**config.mk**
```make
export PLATFORM = sky130hd
export DESIGN_NAME = flash_mode_timer
export DESIGN_NICKNAME = d
export VERILOG_FILES = /design/src/pkg/flash_mode_pkg.sv /design/src/logic/flash_mode_timer.sv
export SDC_FILE = /design/constraint.sdc
export NUM_CORES = 1
export LEC_CHECK = 0
export ABC_AREA = 1
export ABC_CLOCK_PERIOD_IN_PS = 10750
export BUFFER_PORTS_ARGS = -buffer_cell sky130_fd_sc_hd__buf_2
export CAP_MARGIN = 20
export CORE_ASPECT_RATIO = 0.8
export CORE_MARGIN = 2
export CORE_UTILIZATION = 45
export CTS_CLUSTER_DIAMETER = 150
export DETAILED_ROUTE_END_ITERATION = 6
export PLACE_DENSITY = 0.65
export SLEW_MARGIN = 20
export SYNTH_ARGS = -nofsm -noshare
export SYNTH_HDL_FRONTEND = slang
export SYNTH_SLANG_ARGS = --single-unit
```
**constraint.sdc**
```tcl
create_clock -name sys_clk -period 10.75 [get_ports sys_clk]
set_input_delay 2.15 -clock sys_clk [delete_from_list [all_inputs] [get_ports sys_clk]]
set_output_delay 2.15 -clock sys_clk [all_outputs]
set_load 0.01 [all_outputs]
```
**src/pkg/flash_mode_pkg.sv**
```systemverilog
// package: constants for the flash mode timer
// assumes a 20 MHz system clock
package flash_mode_pkg;
    // ****************************************************************
    // operating modes and timing
    // ****************************************************************
    localparam logic [1:0] MODE_SHUTDOWN = 2'h0;
    localparam logic [1:0] MODE_TORCH    = 2'h1;
    localparam logic [1:0] MODE_FLASH    = 2'h2;
    localparam logic [1:0] MODE_VOLTAGE  = 2'h3;
    localparam logic [1:0] BOOST_BYPASS  = 2'h3;
    localparam logic [2:0] DIM_RESET_CODE = 3'h6;
    localparam int CLK_HZ        = 20000000;
    localparam int TICK_US       = 1000;
    localparam int TICK_CYCLES   = CLK_HZ / 1000000 * TICK_US;
    localparam int GP_UNIT_MS    = 1020;
    localparam int MEAS_DELAY_MS = 10;
    localparam int PWM_HZ        = 122;
    localparam int PWM_CYCLES    = CLK_HZ / PWM_HZ;
    localparam int DUTY_DENOM    = 1000;
    // duty steps in tenths of a percent
    localparam int DUTY_0 = 8;
    localparam int DUTY_1 = 16;
    localparam int DUTY_2 = 23;
    localparam int DUTY_3 = 31;
    localparam int DUTY_4 = 39;
    localparam int DUTY_5 = 47;
    localparam int DUTY_6 = 63;
    localparam int DUTY_7 = 86;
endpackage : flash_mode_pkg

```
**src/logic/flash_mode_timer.sv**
```systemverilog
// flash mode timer: mode decode, safety timer, general timer, dimming, measurement start
// assumes control bits come from a register file elsewhere; inputs synchronous except trigger
`timescale 1ns/1ps
`default_nettype none
module flash_mode_timer
    import flash_mode_pkg::*;
#(
    parameter int TICK_LEN = TICK_CYCLES,
    parameter int PWM_LEN  = PWM_CYCLES
) (
    // clock and reset
    input  wire logic       sys_clk,
    input  wire logic       nrst,
    // control bits
    input  wire logic [1:0] mode_select,
    input  wire logic [1:0] boost_voltage_select,
    input  wire logic [2:0] torch_level_code,
    input  wire logic [2:0] flash_level_code,
    input  wire logic       strobe_trigger_type,
    input  wire logic [4:0] flash_time_limit,
    input  wire logic [2:0] dim_duty_timer_code,
    input  wire logic       low_light_pwm_enable,
    input  wire logic       software_flash_start_set,
    input  wire logic       measure_request,
    input  wire logic       expiry_flag_clear,
    input  wire logic       gpio_is_blanking,
    // pins
    input  wire logic       flash_trigger,
    input  wire logic       gpio_in,
    input  wire logic       hw_voltage_mode_input,
    // status and drive
    output logic            software_flash_start,
    output logic            expiry_flag,
    output logic            current_regulation_mode,
    output logic            voltage_regulation_mode,
    output logic            led_sink_on,
    output logic [2:0]      led_level_code,
    output logic            led_flash_level,
    output logic            rectifier_on,
    output logic            safety_timer_running,
    output logic            measure_sample
);
    // ****************************************************************
    // helpers
    // ****************************************************************
    function automatic logic [31:0] duty_cycles(input logic [2:0] code);
        int d;
        d = DUTY_0;
        case (code)
            3'h0: d = DUTY_0;
            3'h1: d = DUTY_1;
            3'h2: d = DUTY_2;
            3'h3: d = DUTY_3;
            3'h4: d = DUTY_4;
            3'h5: d = DUTY_5;
            3'h6: d = DUTY_6;
            default: d = DUTY_7;
        endcase
        return 32'((PWM_LEN / DUTY_DENOM) * d);
    endfunction : duty_cycles

    // ****************************************************************
    // sync, prescaler and edges
    // ****************************************************************
    logic        trig_s1_q, trig_s2_q, trig_s3_q;
    logic        start_prev_q;
    logic [31:0] tick_cnt_q;
    logic        tick;
    always_ff @(posedge sys_clk) begin
        if (!nrst) begin
            trig_s1_q <= 1'b0;
            trig_s2_q <= 1'b0;
            trig_s3_q <= 1'b0;
        end else begin
            trig_s1_q <= flash_trigger;
            trig_s2_q <= trig_s1_q;
            trig_s3_q <= trig_s2_q;
        end
    end
    always_ff @(posedge sys_clk) begin
        if (!nrst) begin
            tick_cnt_q <= '0;
        end else if (tick_cnt_q == 32'(TICK_LEN - 1)) begin
            tick_cnt_q <= '0;
        end else begin
            tick_cnt_q <= tick_cnt_q + 32'h1;
        end
    end
    assign tick = (tick_cnt_q == 32'(TICK_LEN - 1));
    logic trig_rise, start_rise, any_high, any_rise, timeout;
    assign trig_rise  = trig_s2_q & ~trig_s3_q;
    assign start_rise = software_flash_start & ~start_prev_q;
    assign any_high   = trig_s2_q | software_flash_start;
    assign any_rise   = trig_rise | start_rise;

    // ****************************************************************
    // safety timer
    // ****************************************************************
    typedef enum logic [1:0] {ST_IDLE, ST_FLASH, ST_HOLD} flash_state_type;
    flash_state_type st_q;
    logic [31:0] safety_ms_q;
    logic [31:0] limit_ms;
    // limit field counted in 32 ms steps beyond a 32 ms floor
    assign limit_ms = 32'({27'h0, flash_time_limit} + 32'h1) * 32'h20;
    assign timeout  = (st_q == ST_FLASH) && tick && (safety_ms_q + 32'h1 >= limit_ms);
    always_ff @(posedge sys_clk) begin
        if (!nrst) begin
            st_q        <= ST_IDLE;
            safety_ms_q <= '0;
        end else if (mode_select != MODE_FLASH) begin
            st_q        <= ST_IDLE;
            safety_ms_q <= '0;
        end else begin
            case (st_q)
                ST_IDLE: begin
                    if (any_rise) begin
                        st_q        <= ST_FLASH;
                        safety_ms_q <= '0;
                    end
                end
                ST_FLASH: begin
                    // blanking is not looked at here on purpose
                    if (timeout) begin
                        st_q <= (strobe_trigger_type) ? ST_IDLE : ST_HOLD;
                    end else if (!strobe_trigger_type && !any_high) begin
                        st_q <= ST_IDLE;
                    end else if (tick) begin
                        safety_ms_q <= safety_ms_q + 32'h1;
                    end
                end
                ST_HOLD: begin
                    // level type after timeout waits for triggers to drop
                    if (!any_high) begin
                        st_q <= ST_IDLE;
                    end
                end
                default: st_q <= ST_IDLE;
            endcase
        end
    end

    // ****************************************************************
    // software start bit and general timer
    // ****************************************************************
    logic        gp_run_q;
    logic [31:0] gp_ms_q;
    logic        gp_done;
    assign gp_done = gp_run_q && tick &&
        (gp_ms_q + 32'h1 >= 32'({29'h0, dim_duty_timer_code}) * 32'(GP_UNIT_MS));
    always_ff @(posedge sys_clk) begin
        if (!nrst) begin
            software_flash_start <= 1'b0;
            start_prev_q         <= 1'b0;
        end else begin
            start_prev_q <= software_flash_start;
            if (timeout || gp_done) begin
                software_flash_start <= 1'b0;
            end else if (software_flash_start_set) begin
                software_flash_start <= 1'b1;
            end
        end
    end
    always_ff @(posedge sys_clk) begin
        if (!nrst) begin
            gp_run_q <= 1'b0;
            gp_ms_q  <= '0;
        end else if (mode_select != MODE_VOLTAGE) begin
            gp_run_q <= 1'b0;
            gp_ms_q  <= '0;
        end else if (!gp_run_q && start_rise) begin
            gp_run_q <= 1'b1;
            gp_ms_q  <= '0;
        end else if (gp_done) begin
            gp_run_q <= 1'b0;
        end else if (gp_run_q && tick) begin
            gp_ms_q <= gp_ms_q + 32'h1;
        end
    end
    always_ff @(posedge sys_clk) begin
        if (!nrst) begin
            expiry_flag <= 1'b0;
        end else if (gp_done || timeout) begin
            expiry_flag <= 1'b1; // set wins over clear
        end else if (expiry_flag_clear) begin
            expiry_flag <= 1'b0;
        end
    end

    // ****************************************************************
    // dimming pwm
    // ****************************************************************
    logic [31:0] pwm_cnt_q;
    always_ff @(posedge sys_clk) begin
        if (!nrst) begin
            pwm_cnt_q <= '0;
        end else if (pwm_cnt_q == 32'(PWM_LEN - 1)) begin
            pwm_cnt_q <= '0;
        end else begin
            pwm_cnt_q <= pwm_cnt_q + 32'h1;
        end
    end
    logic dim_on;
    assign dim_on = (mode_select == MODE_TORCH) && low_light_pwm_enable;
    logic pwm_high;
    assign pwm_high = pwm_cnt_q < duty_cycles(dim_duty_timer_code);

    // ****************************************************************
    // drive decode
    // ****************************************************************
    logic flash_now, blank, sink_d, volt_mode_d;
    assign blank     = gpio_is_blanking && gpio_in;
    assign flash_now = (st_q == ST_FLASH) && !blank;
    assign volt_mode_d = (mode_select == MODE_VOLTAGE) || hw_voltage_mode_input;
    assign sink_d    = (mode_select == MODE_TORCH) ? (!dim_on || pwm_high) :
                       (mode_select == MODE_FLASH);
    always_ff @(posedge sys_clk) begin
        if (!nrst) begin
            current_regulation_mode <= 1'b0;
            voltage_regulation_mode <= 1'b0;
            led_sink_on             <= 1'b0;
            led_level_code          <= 3'h0;
            led_flash_level         <= 1'b0;
            rectifier_on            <= 1'b0;
            safety_timer_running    <= 1'b0;
        end else begin
            voltage_regulation_mode <= volt_mode_d;
            current_regulation_mode <= !volt_mode_d && sink_d;
            led_sink_on             <= sink_d;
            led_flash_level         <= flash_now;
            led_level_code          <= flash_now ? flash_level_code : torch_level_code;
            rectifier_on            <= (mode_select == MODE_SHUTDOWN) && !hw_voltage_mode_input &&
                                       (boost_voltage_select == BOOST_BYPASS);
            safety_timer_running    <= (st_q == ST_FLASH);
        end
    end

    // ****************************************************************
    // forward-voltage measurement start
    // ****************************************************************
    logic        meas_run_q;
    logic [31:0] meas_ms_q;
    logic        meas_go;
    assign meas_go = (mode_select == MODE_FLASH && st_q == ST_IDLE && any_rise) ||
                     (measure_request && (mode_select == MODE_TORCH || mode_select == MODE_FLASH));
    always_ff @(posedge sys_clk) begin
        if (!nrst) begin
            meas_run_q     <= 1'b0;
            meas_ms_q      <= '0;
            measure_sample <= 1'b0;
        end else begin
            measure_sample <= 1'b0;
            if (meas_go && !meas_run_q) begin
                meas_run_q <= 1'b1;
                meas_ms_q  <= '0;
            end else if (meas_run_q && tick) begin
                if (meas_ms_q + 32'h1 >= 32'(MEAS_DELAY_MS)) begin
                    meas_run_q     <= 1'b0;
                    measure_sample <= 1'b1;
                end else begin
                    meas_ms_q <= meas_ms_q + 32'h1;
                end
            end
        end
    end
endmodule : flash_mode_timer
`default_nettype wire

```
## Word level (Yosys, flattened, before mapping)

Cells that the tools add are included.

- Bits in registers: 180
- Bits of input ports: 29
- Output and inout bits: 12
- Word-level logic and storage cells: 139

- $add $sub $neg: 6
- Multiply operators: 2
- Magnitude comparators: 4
- Equal/unequal tests: 22
- Mux-type cells: 22
- Bitwise gates (word level): 10
- Reduce and logical (&&, ||, !) cells: 51

Operator list:

| kind | number |
|---|---|
| $add A32 B1 Y32 const B | 5 |
| $mux W32 | 4 |
| $pmux W32 S2 | 1 |
| $pmux W7 S7 | 1 |
| $eq A32 B15 Y1 const B | 1 |
| $eq A32 B18 Y1 const B | 1 |
| $ge A32 B11 Y1 | 1 |
| $ge A32 B13 Y1 | 1 |
| $ge A32 B4 Y1 const B | 1 |
| $lt A32 B32 Y1 | 1 |
| $mul A9 B32 Y32 const A | 1 |
| $logic_and A1 B1 Y1 | 17 |
| $ne A2 B2 Y1 const B | 7 |
| $reduce_or A2 Y1 | 6 |
| $mul A3 B8 Y11 const B | 1 |
| $mux W2 | 5 |
| $reduce_bool A2 Y1 | 5 |
| $eq A3 B3 Y1 const B | 3 |
| $mux W1 | 9 |
| $eq A2 B2 Y1 const B | 4 |
| $logic_not A1 Y1 | 8 |
| $add A5 B1 Y6 const B | 1 |
| $eq A3 B2 Y1 const B | 2 |
| $not A1 Y1 | 6 |
| other kinds (14) | 25 |

## Longest topological paths before layout

- Depth in word-level cells: 8
- Mapped depth: 26
- Gate-level depth less buffers: 26

## Worst setup path after synthesis

OpenSTA, ideal clock, no wires.

- Path type: in2reg
- Start point: input dim_duty_timer_code[1]
- End point: register current_regulation_mode
- Setup time: 0.078 ns
- Arrival: 6.022 ns
- Data required time: 10.672 ns
- Setup slack: 4.650 ns
- Stages on the path: 26
- Buffers on the path: 0
- Cells stage by stage: inv_1 ha_1 nor2_1 nand2_1 nor2_1 inv_1 o211ai_1 ha_1 inv_1 fa_1 inv_1 ha_1 a21o_1 ha_1 a21oi_1 o21bai_1 nand2_1 nand2_1 a21oi_1 xor2_1 ha_1 a21oi_1 a21oi_1 nor3_1 a21oi_1 nor3_1

- Word-level cells in the longest chain between the ends: 7
- Elaborated cells on any way between the ends: 13
- Those cells by class: mul: 1; order compare: 1; eq/ne: 6; mux: 2; reduce/logical: 3

Ends and longest elaborated chain:

| item | RTL line | text |
|---|---|---|
| start, declared | flash_mode_timer.sv:21 | `input wire logic [2:0] dim_duty_timer_code,` |
| $eq A3 B3 Y1, or another cell as far along | flash_mode_timer.sv:49 | `case (code)` |
| $pmux W7 S7 * | flash_mode_timer.sv:49 |  |
| $mul A9 B32 Y32 * | flash_mode_timer.sv:59 | `return 32'((PWM_LEN / DUTY_DENOM) * d);` |
| $lt A32 B32 Y1 * | flash_mode_timer.sv:205 | `assign pwm_high = pwm_cnt_q < duty_cycles(dim_duty_timer_code);` |
| $logic_or A1 B1 Y1 * | flash_mode_timer.sv:214 | `assign sink_d = (mode_select == MODE_TORCH) ? (!dim_on \|\| pwm_high) :` |
| $mux W1 * | flash_mode_timer.sv:214 |  |
| $logic_and A1 B1 Y1 * | flash_mode_timer.sv:227 | `current_regulation_mode <= !volt_mode_d && sink_d;` |
| end signal, assigned | flash_mode_timer.sv:227 |  |
| end, declared | flash_mode_timer.sv:34 | `output logic current_regulation_mode,` |

Every way passes the cells marked *; elsewhere a longest branch is shown, timed or not.
A chain may end at the register's enable or synchronous reset.

## Final worst setup path

- Start point: input dim_duty_timer_code[1]
- End point: register gp_ms_q[18]

- Word-level cells in the longest chain between the ends: 5

Ends and longest elaborated chain:

| item | RTL line | text |
|---|---|---|
| $mul A3 B8 Y11 | flash_mode_timer.sv:149 | `(gp_ms_q + 32'h1 >= 32'({29'h0, dim_duty_timer_code}) * 32'(GP_UNIT_MS));` |
| $ge A32 B13 Y1 | flash_mode_timer.sv:149 |  |
| $logic_and A1 B1 Y1 | flash_mode_timer.sv:148 | `assign gp_done = gp_run_q && tick &&` |
| $not A1 Y1 (no source line) | - |  |
| $reduce_and A2 Y1 (no source line) | - |  |
| end signal, assigned | flash_mode_timer.sv:176 | `gp_ms_q <= gp_ms_q + 32'h1;` |
| end, declared | flash_mode_timer.sv:146 | `logic [31:0] gp_ms_q;` |

Every way passes these cells.

==> flow_summary.ini <==
[outcome]
status = complete, no violations

[synth]
ys.flop_type = dfxtp_1
synthAdderAreaFrac = 0.0937
async_flop_share = 0
synth_top_family_by_area = simple AND/OR/NAND/NOR gates
synthSimpleGateAreaFrac = 0.375
ys_warn_count = 0
syn-num-nets = 1835
synth_area_per_cell_sq_um = 6.64
synthMuxAreaShare = 0
ys_ff_latch = 180
synth_top_cell_by_area = dfxtp_1
synthCells = 1725
netlist.area_leader.share = 0.315
synth_edf_count = 0
synth.area.top_cells = dfxtp_1, nand2_1, nor2_1
yosysSeqAreaShare = 0.315
ys_types = 48
synth_area_sq_um = 11500
synth_xor_area_frac = 0.0688
synth_compound_area_frac = 0.0602

[hold_path]
hold_start = trig_s1_q$_SDFF_PN0_
hold_depth = 2
holdCritPathClass = reg2reg
hold_path_end = trig_s2_q$_SDFF_PN0_

[sta]
fin_crit_ns = 6.62
finalSetupViolCount = 0
tns_ns = 0
finalMaxSlewViolations = 0
skew_ns = 0.0157
maxSlewHeadroom = 0.400
rsz0062_at_grt = false
worst_slew_pin_slew_ns = 0.897
fmax_ghz = 0.151
finalCritPeriodShare = 0.616
hold_violations = 0
setup_ws_ns = 4.13
timing.hold.ws_ns = 0.417

[floorplan]
core_sq_um = 25200
die_height_microns = 147
start_util = 0.455
ioPinCount = 41
num_rows = 52
die_w_microns = 182
die_area_sq_um = 26800

[setup_path]
worstSetupPathType = in2reg
cp-end-kind = register
reg2reg_depth = 17
required_ns = 11.05
startpoint_type = primary input
r2r_slack_ns = 6.50
timing.rr.end = gp_ms_q[18]$_SDFFE_PP0P_
critical_path.max_fanout = 44
worstReg2RegStart = gp_ms_q[0]$_SDFFE_PP0P_
startpoint = dim_duty_timer_code[1]
crit_arrival_ns = 6.92

[final_layout]
postLayoutCellArea_sq_um = 12500
num_antenna_cells = 0
areaGrowthSynthToFinish_pct = 9.27
drive_above_1_share = 0.0672
final_nets = 1867
regArea_sq_um = 3600
multi_input_area_sq_um = 6850
n_fill_cell = 2614
post-route-util = 0.497

[power_and_ir_drop]
p_int_mw = 1.06
seq_power_share = 0.461
p_sw_frac = 0.275
p_per_area_nw_per_um2 = 117
p_switching_mw = 0.402
combPwrFrac = 0.107
p_leak_nw = 5.13
peakVddDrop_mv = 0.121
clock_power_share = 0.432

[place]
port_buffers = 40
pre_cts_slack_ns = 3.68
dpl.hpwl_mm = 21.4
postPlaceCellArea_sq_um = 11900
place_congestion = 0.925

[clocking]
clk_path_buf_depth = 2
cts_hold_buf = 0
numCtsBuffers = 17
cts-resized-gates = 0
h-tree-depth = 4
post_cts_buffers = 0
cts_tree = built
clk_pin_slew_ns = 0.07
clk_latency_ns = 0.44
cts_root_buffer = clkbuf_16
cts_sinks = 180

[route]
drtPass1Iterations = 5
ant_nets = 0
wl_per_cell_microns = 13.1
via_per_inst = 5.05
drt_iter0_drc = 776
vias = 10578
routed_wl_mm = 27.4
drc = 0

[grt]
grt_max_degree = 45
grt-ovfl-total = 0
first_global_vias = 9688
grt_antenna_before_repair = 0
grt_pass1_wl_mm = 46.1
track_usage = 0.210

[job]
max_cap_violations = 0
Yosys cell counts (26+ instances only):
library cell and n:
a21oi_1 72, dfxtp_1 180, ha_1 73, inv_1 219, nand2_1 438, nand3_1 69, nand4_1 48, nor2_1 300
nor3_1 65, o21ai_0 29, xnor2_1 26, xor2_1 64
power by group through the flow:
| stage | registers [mW] | logic, mW | clock network (mW) |
|---|---|---|---|
| after floorplan | 0.690 | 0.114 | 0 |
| after global placement | 0.690 | 0.152 | 0 |
| after detailed placement | 0.690 | 0.157 | 0 |
| after CTS | 0.675 | 0.158 | 0.647 |
| after global routing | 0.675 | 0.182 | 0.671 |
| final | 0.675 | 0.156 | 0.631 |
through the flow:
step / cells / power, mW
after floorplan: 1725 / 0.804
after global placement: 2062 / 0.842
after detailed placement: 2062 / 0.847
after CTS: 2094 / 1.48
after global routing: 2094 / 1.53
final: 2094 / 1.46
layout by cell type (no fill, tap or decap), types with 2 or more instances in the layout:
cell type  count
inv_1        219
nor2_1       300
fa_1           8
nor2_2        12
nand3b_1       8
and3_1         4
or2_2          4
o21ai_1        3
clkinv_2       2
o21a_1         4
nor4_1        14
ha_1          73
a211oi_1       3
inv_8          4
nor3b_1        7
inv_6          5
xor2_1        64
nor3_1        65
xnor2_1       26
nor2_4         5
and2_1         2
nor3_2         5
nand3_2        2
buf_2         40
buf_4          2
o21bai_1       4
a21oi_1       72
nand2_1      438
nand4_1       48
o31ai_1        2
nand2_2        2
o21ai_0       28
clkbuf_16     17
inv_2          9
a31oi_1        2
dfxtp_1      180
nand3_1       69
flip-flops by register name, summed over array words and instances (netlist names), 2 cells and up:
register and flops:
gp_ms_q 32, led_level_code 3, meas_ms_q 32, pwm_cnt_q 32, safety_ms_q 32, st_q 2, tick_cnt_q 32
layout make-up:
type | instances | area share
Multi-Input combinational cell | 1287 | 0.547
Tap cell | 324 | 0.0324
Inverter | 229 | 0.0687
Clock buffer | 17 | 0.0340
Clock inverter | 15 | 0.0129
Timing Repair Buffer | 42 | 0.0172
Sequential cell | 180 | 0.288
logic make-up after synthesis:
family,count (synthesis)
AND/OR/NAND/NOR,990
buffers and inverters,258
flip-flops,180
AO/OA/AOI/OAI,126
XOR/XNOR,90
adder cells (fa/ha/maj),81
how the worst max path moves through the flow:
stage / depth (start not counted) / end / slack (ns)
2_1_floorplan: 26 / current_regulation_mode$_SDFF_PN0_ / 4.65
3_3_place_gp: 20 / gp_ms_q[25]$_SDFFE_PP0P_ / 3.88
3_5_place_dp: 20 / gp_ms_q[29]$_SDFFE_PP0P_ / 3.68
4_1_cts: 20 / gp_ms_q[29]$_SDFFE_PP0P_ / 4.16
5_1_grt: 20 / gp_ms_q[19]$_SDFFE_PP0P_ / 3.78
6_report: 20 / gp_ms_q[18]$_SDFFE_PP0P_ / 4.13
routing by layer:
| layer | up-vias | routed length (microns) | GRT usage |
|---|---|---|---|
| li1 | 5535 | - | - |
| met1 | 4782 | 14700 | 0.320 |
| met2 | 229 | 11000 | 0.306 |
| met3 | 32 | 1260 | 0.0315 |
| met4 | 0 | 425 | 0.0581 |
| met5 | - | 0 | 0 |
worst max-delay path, cell delays in order:
cell     delay (ns)
buf_2          0.17
inv_1          0.17
fa_1           0.71
inv_1          0.18
ha_1           0.26
fa_1           0.41
fa_1           0.50
inv_1          0.06
ha_1           0.31
a21oi_1        0.15
o21a_1         0.12
o21ai_0        0.07
nand2_1        0.06
nand2_1        0.06
nand2_1        0.07
nand4_1        0.12
nor2_4         0.15
nand4_4        0.50
nand2_1        0.58
a21oi_1        0.08
Power figures use the tool's default switching activity.
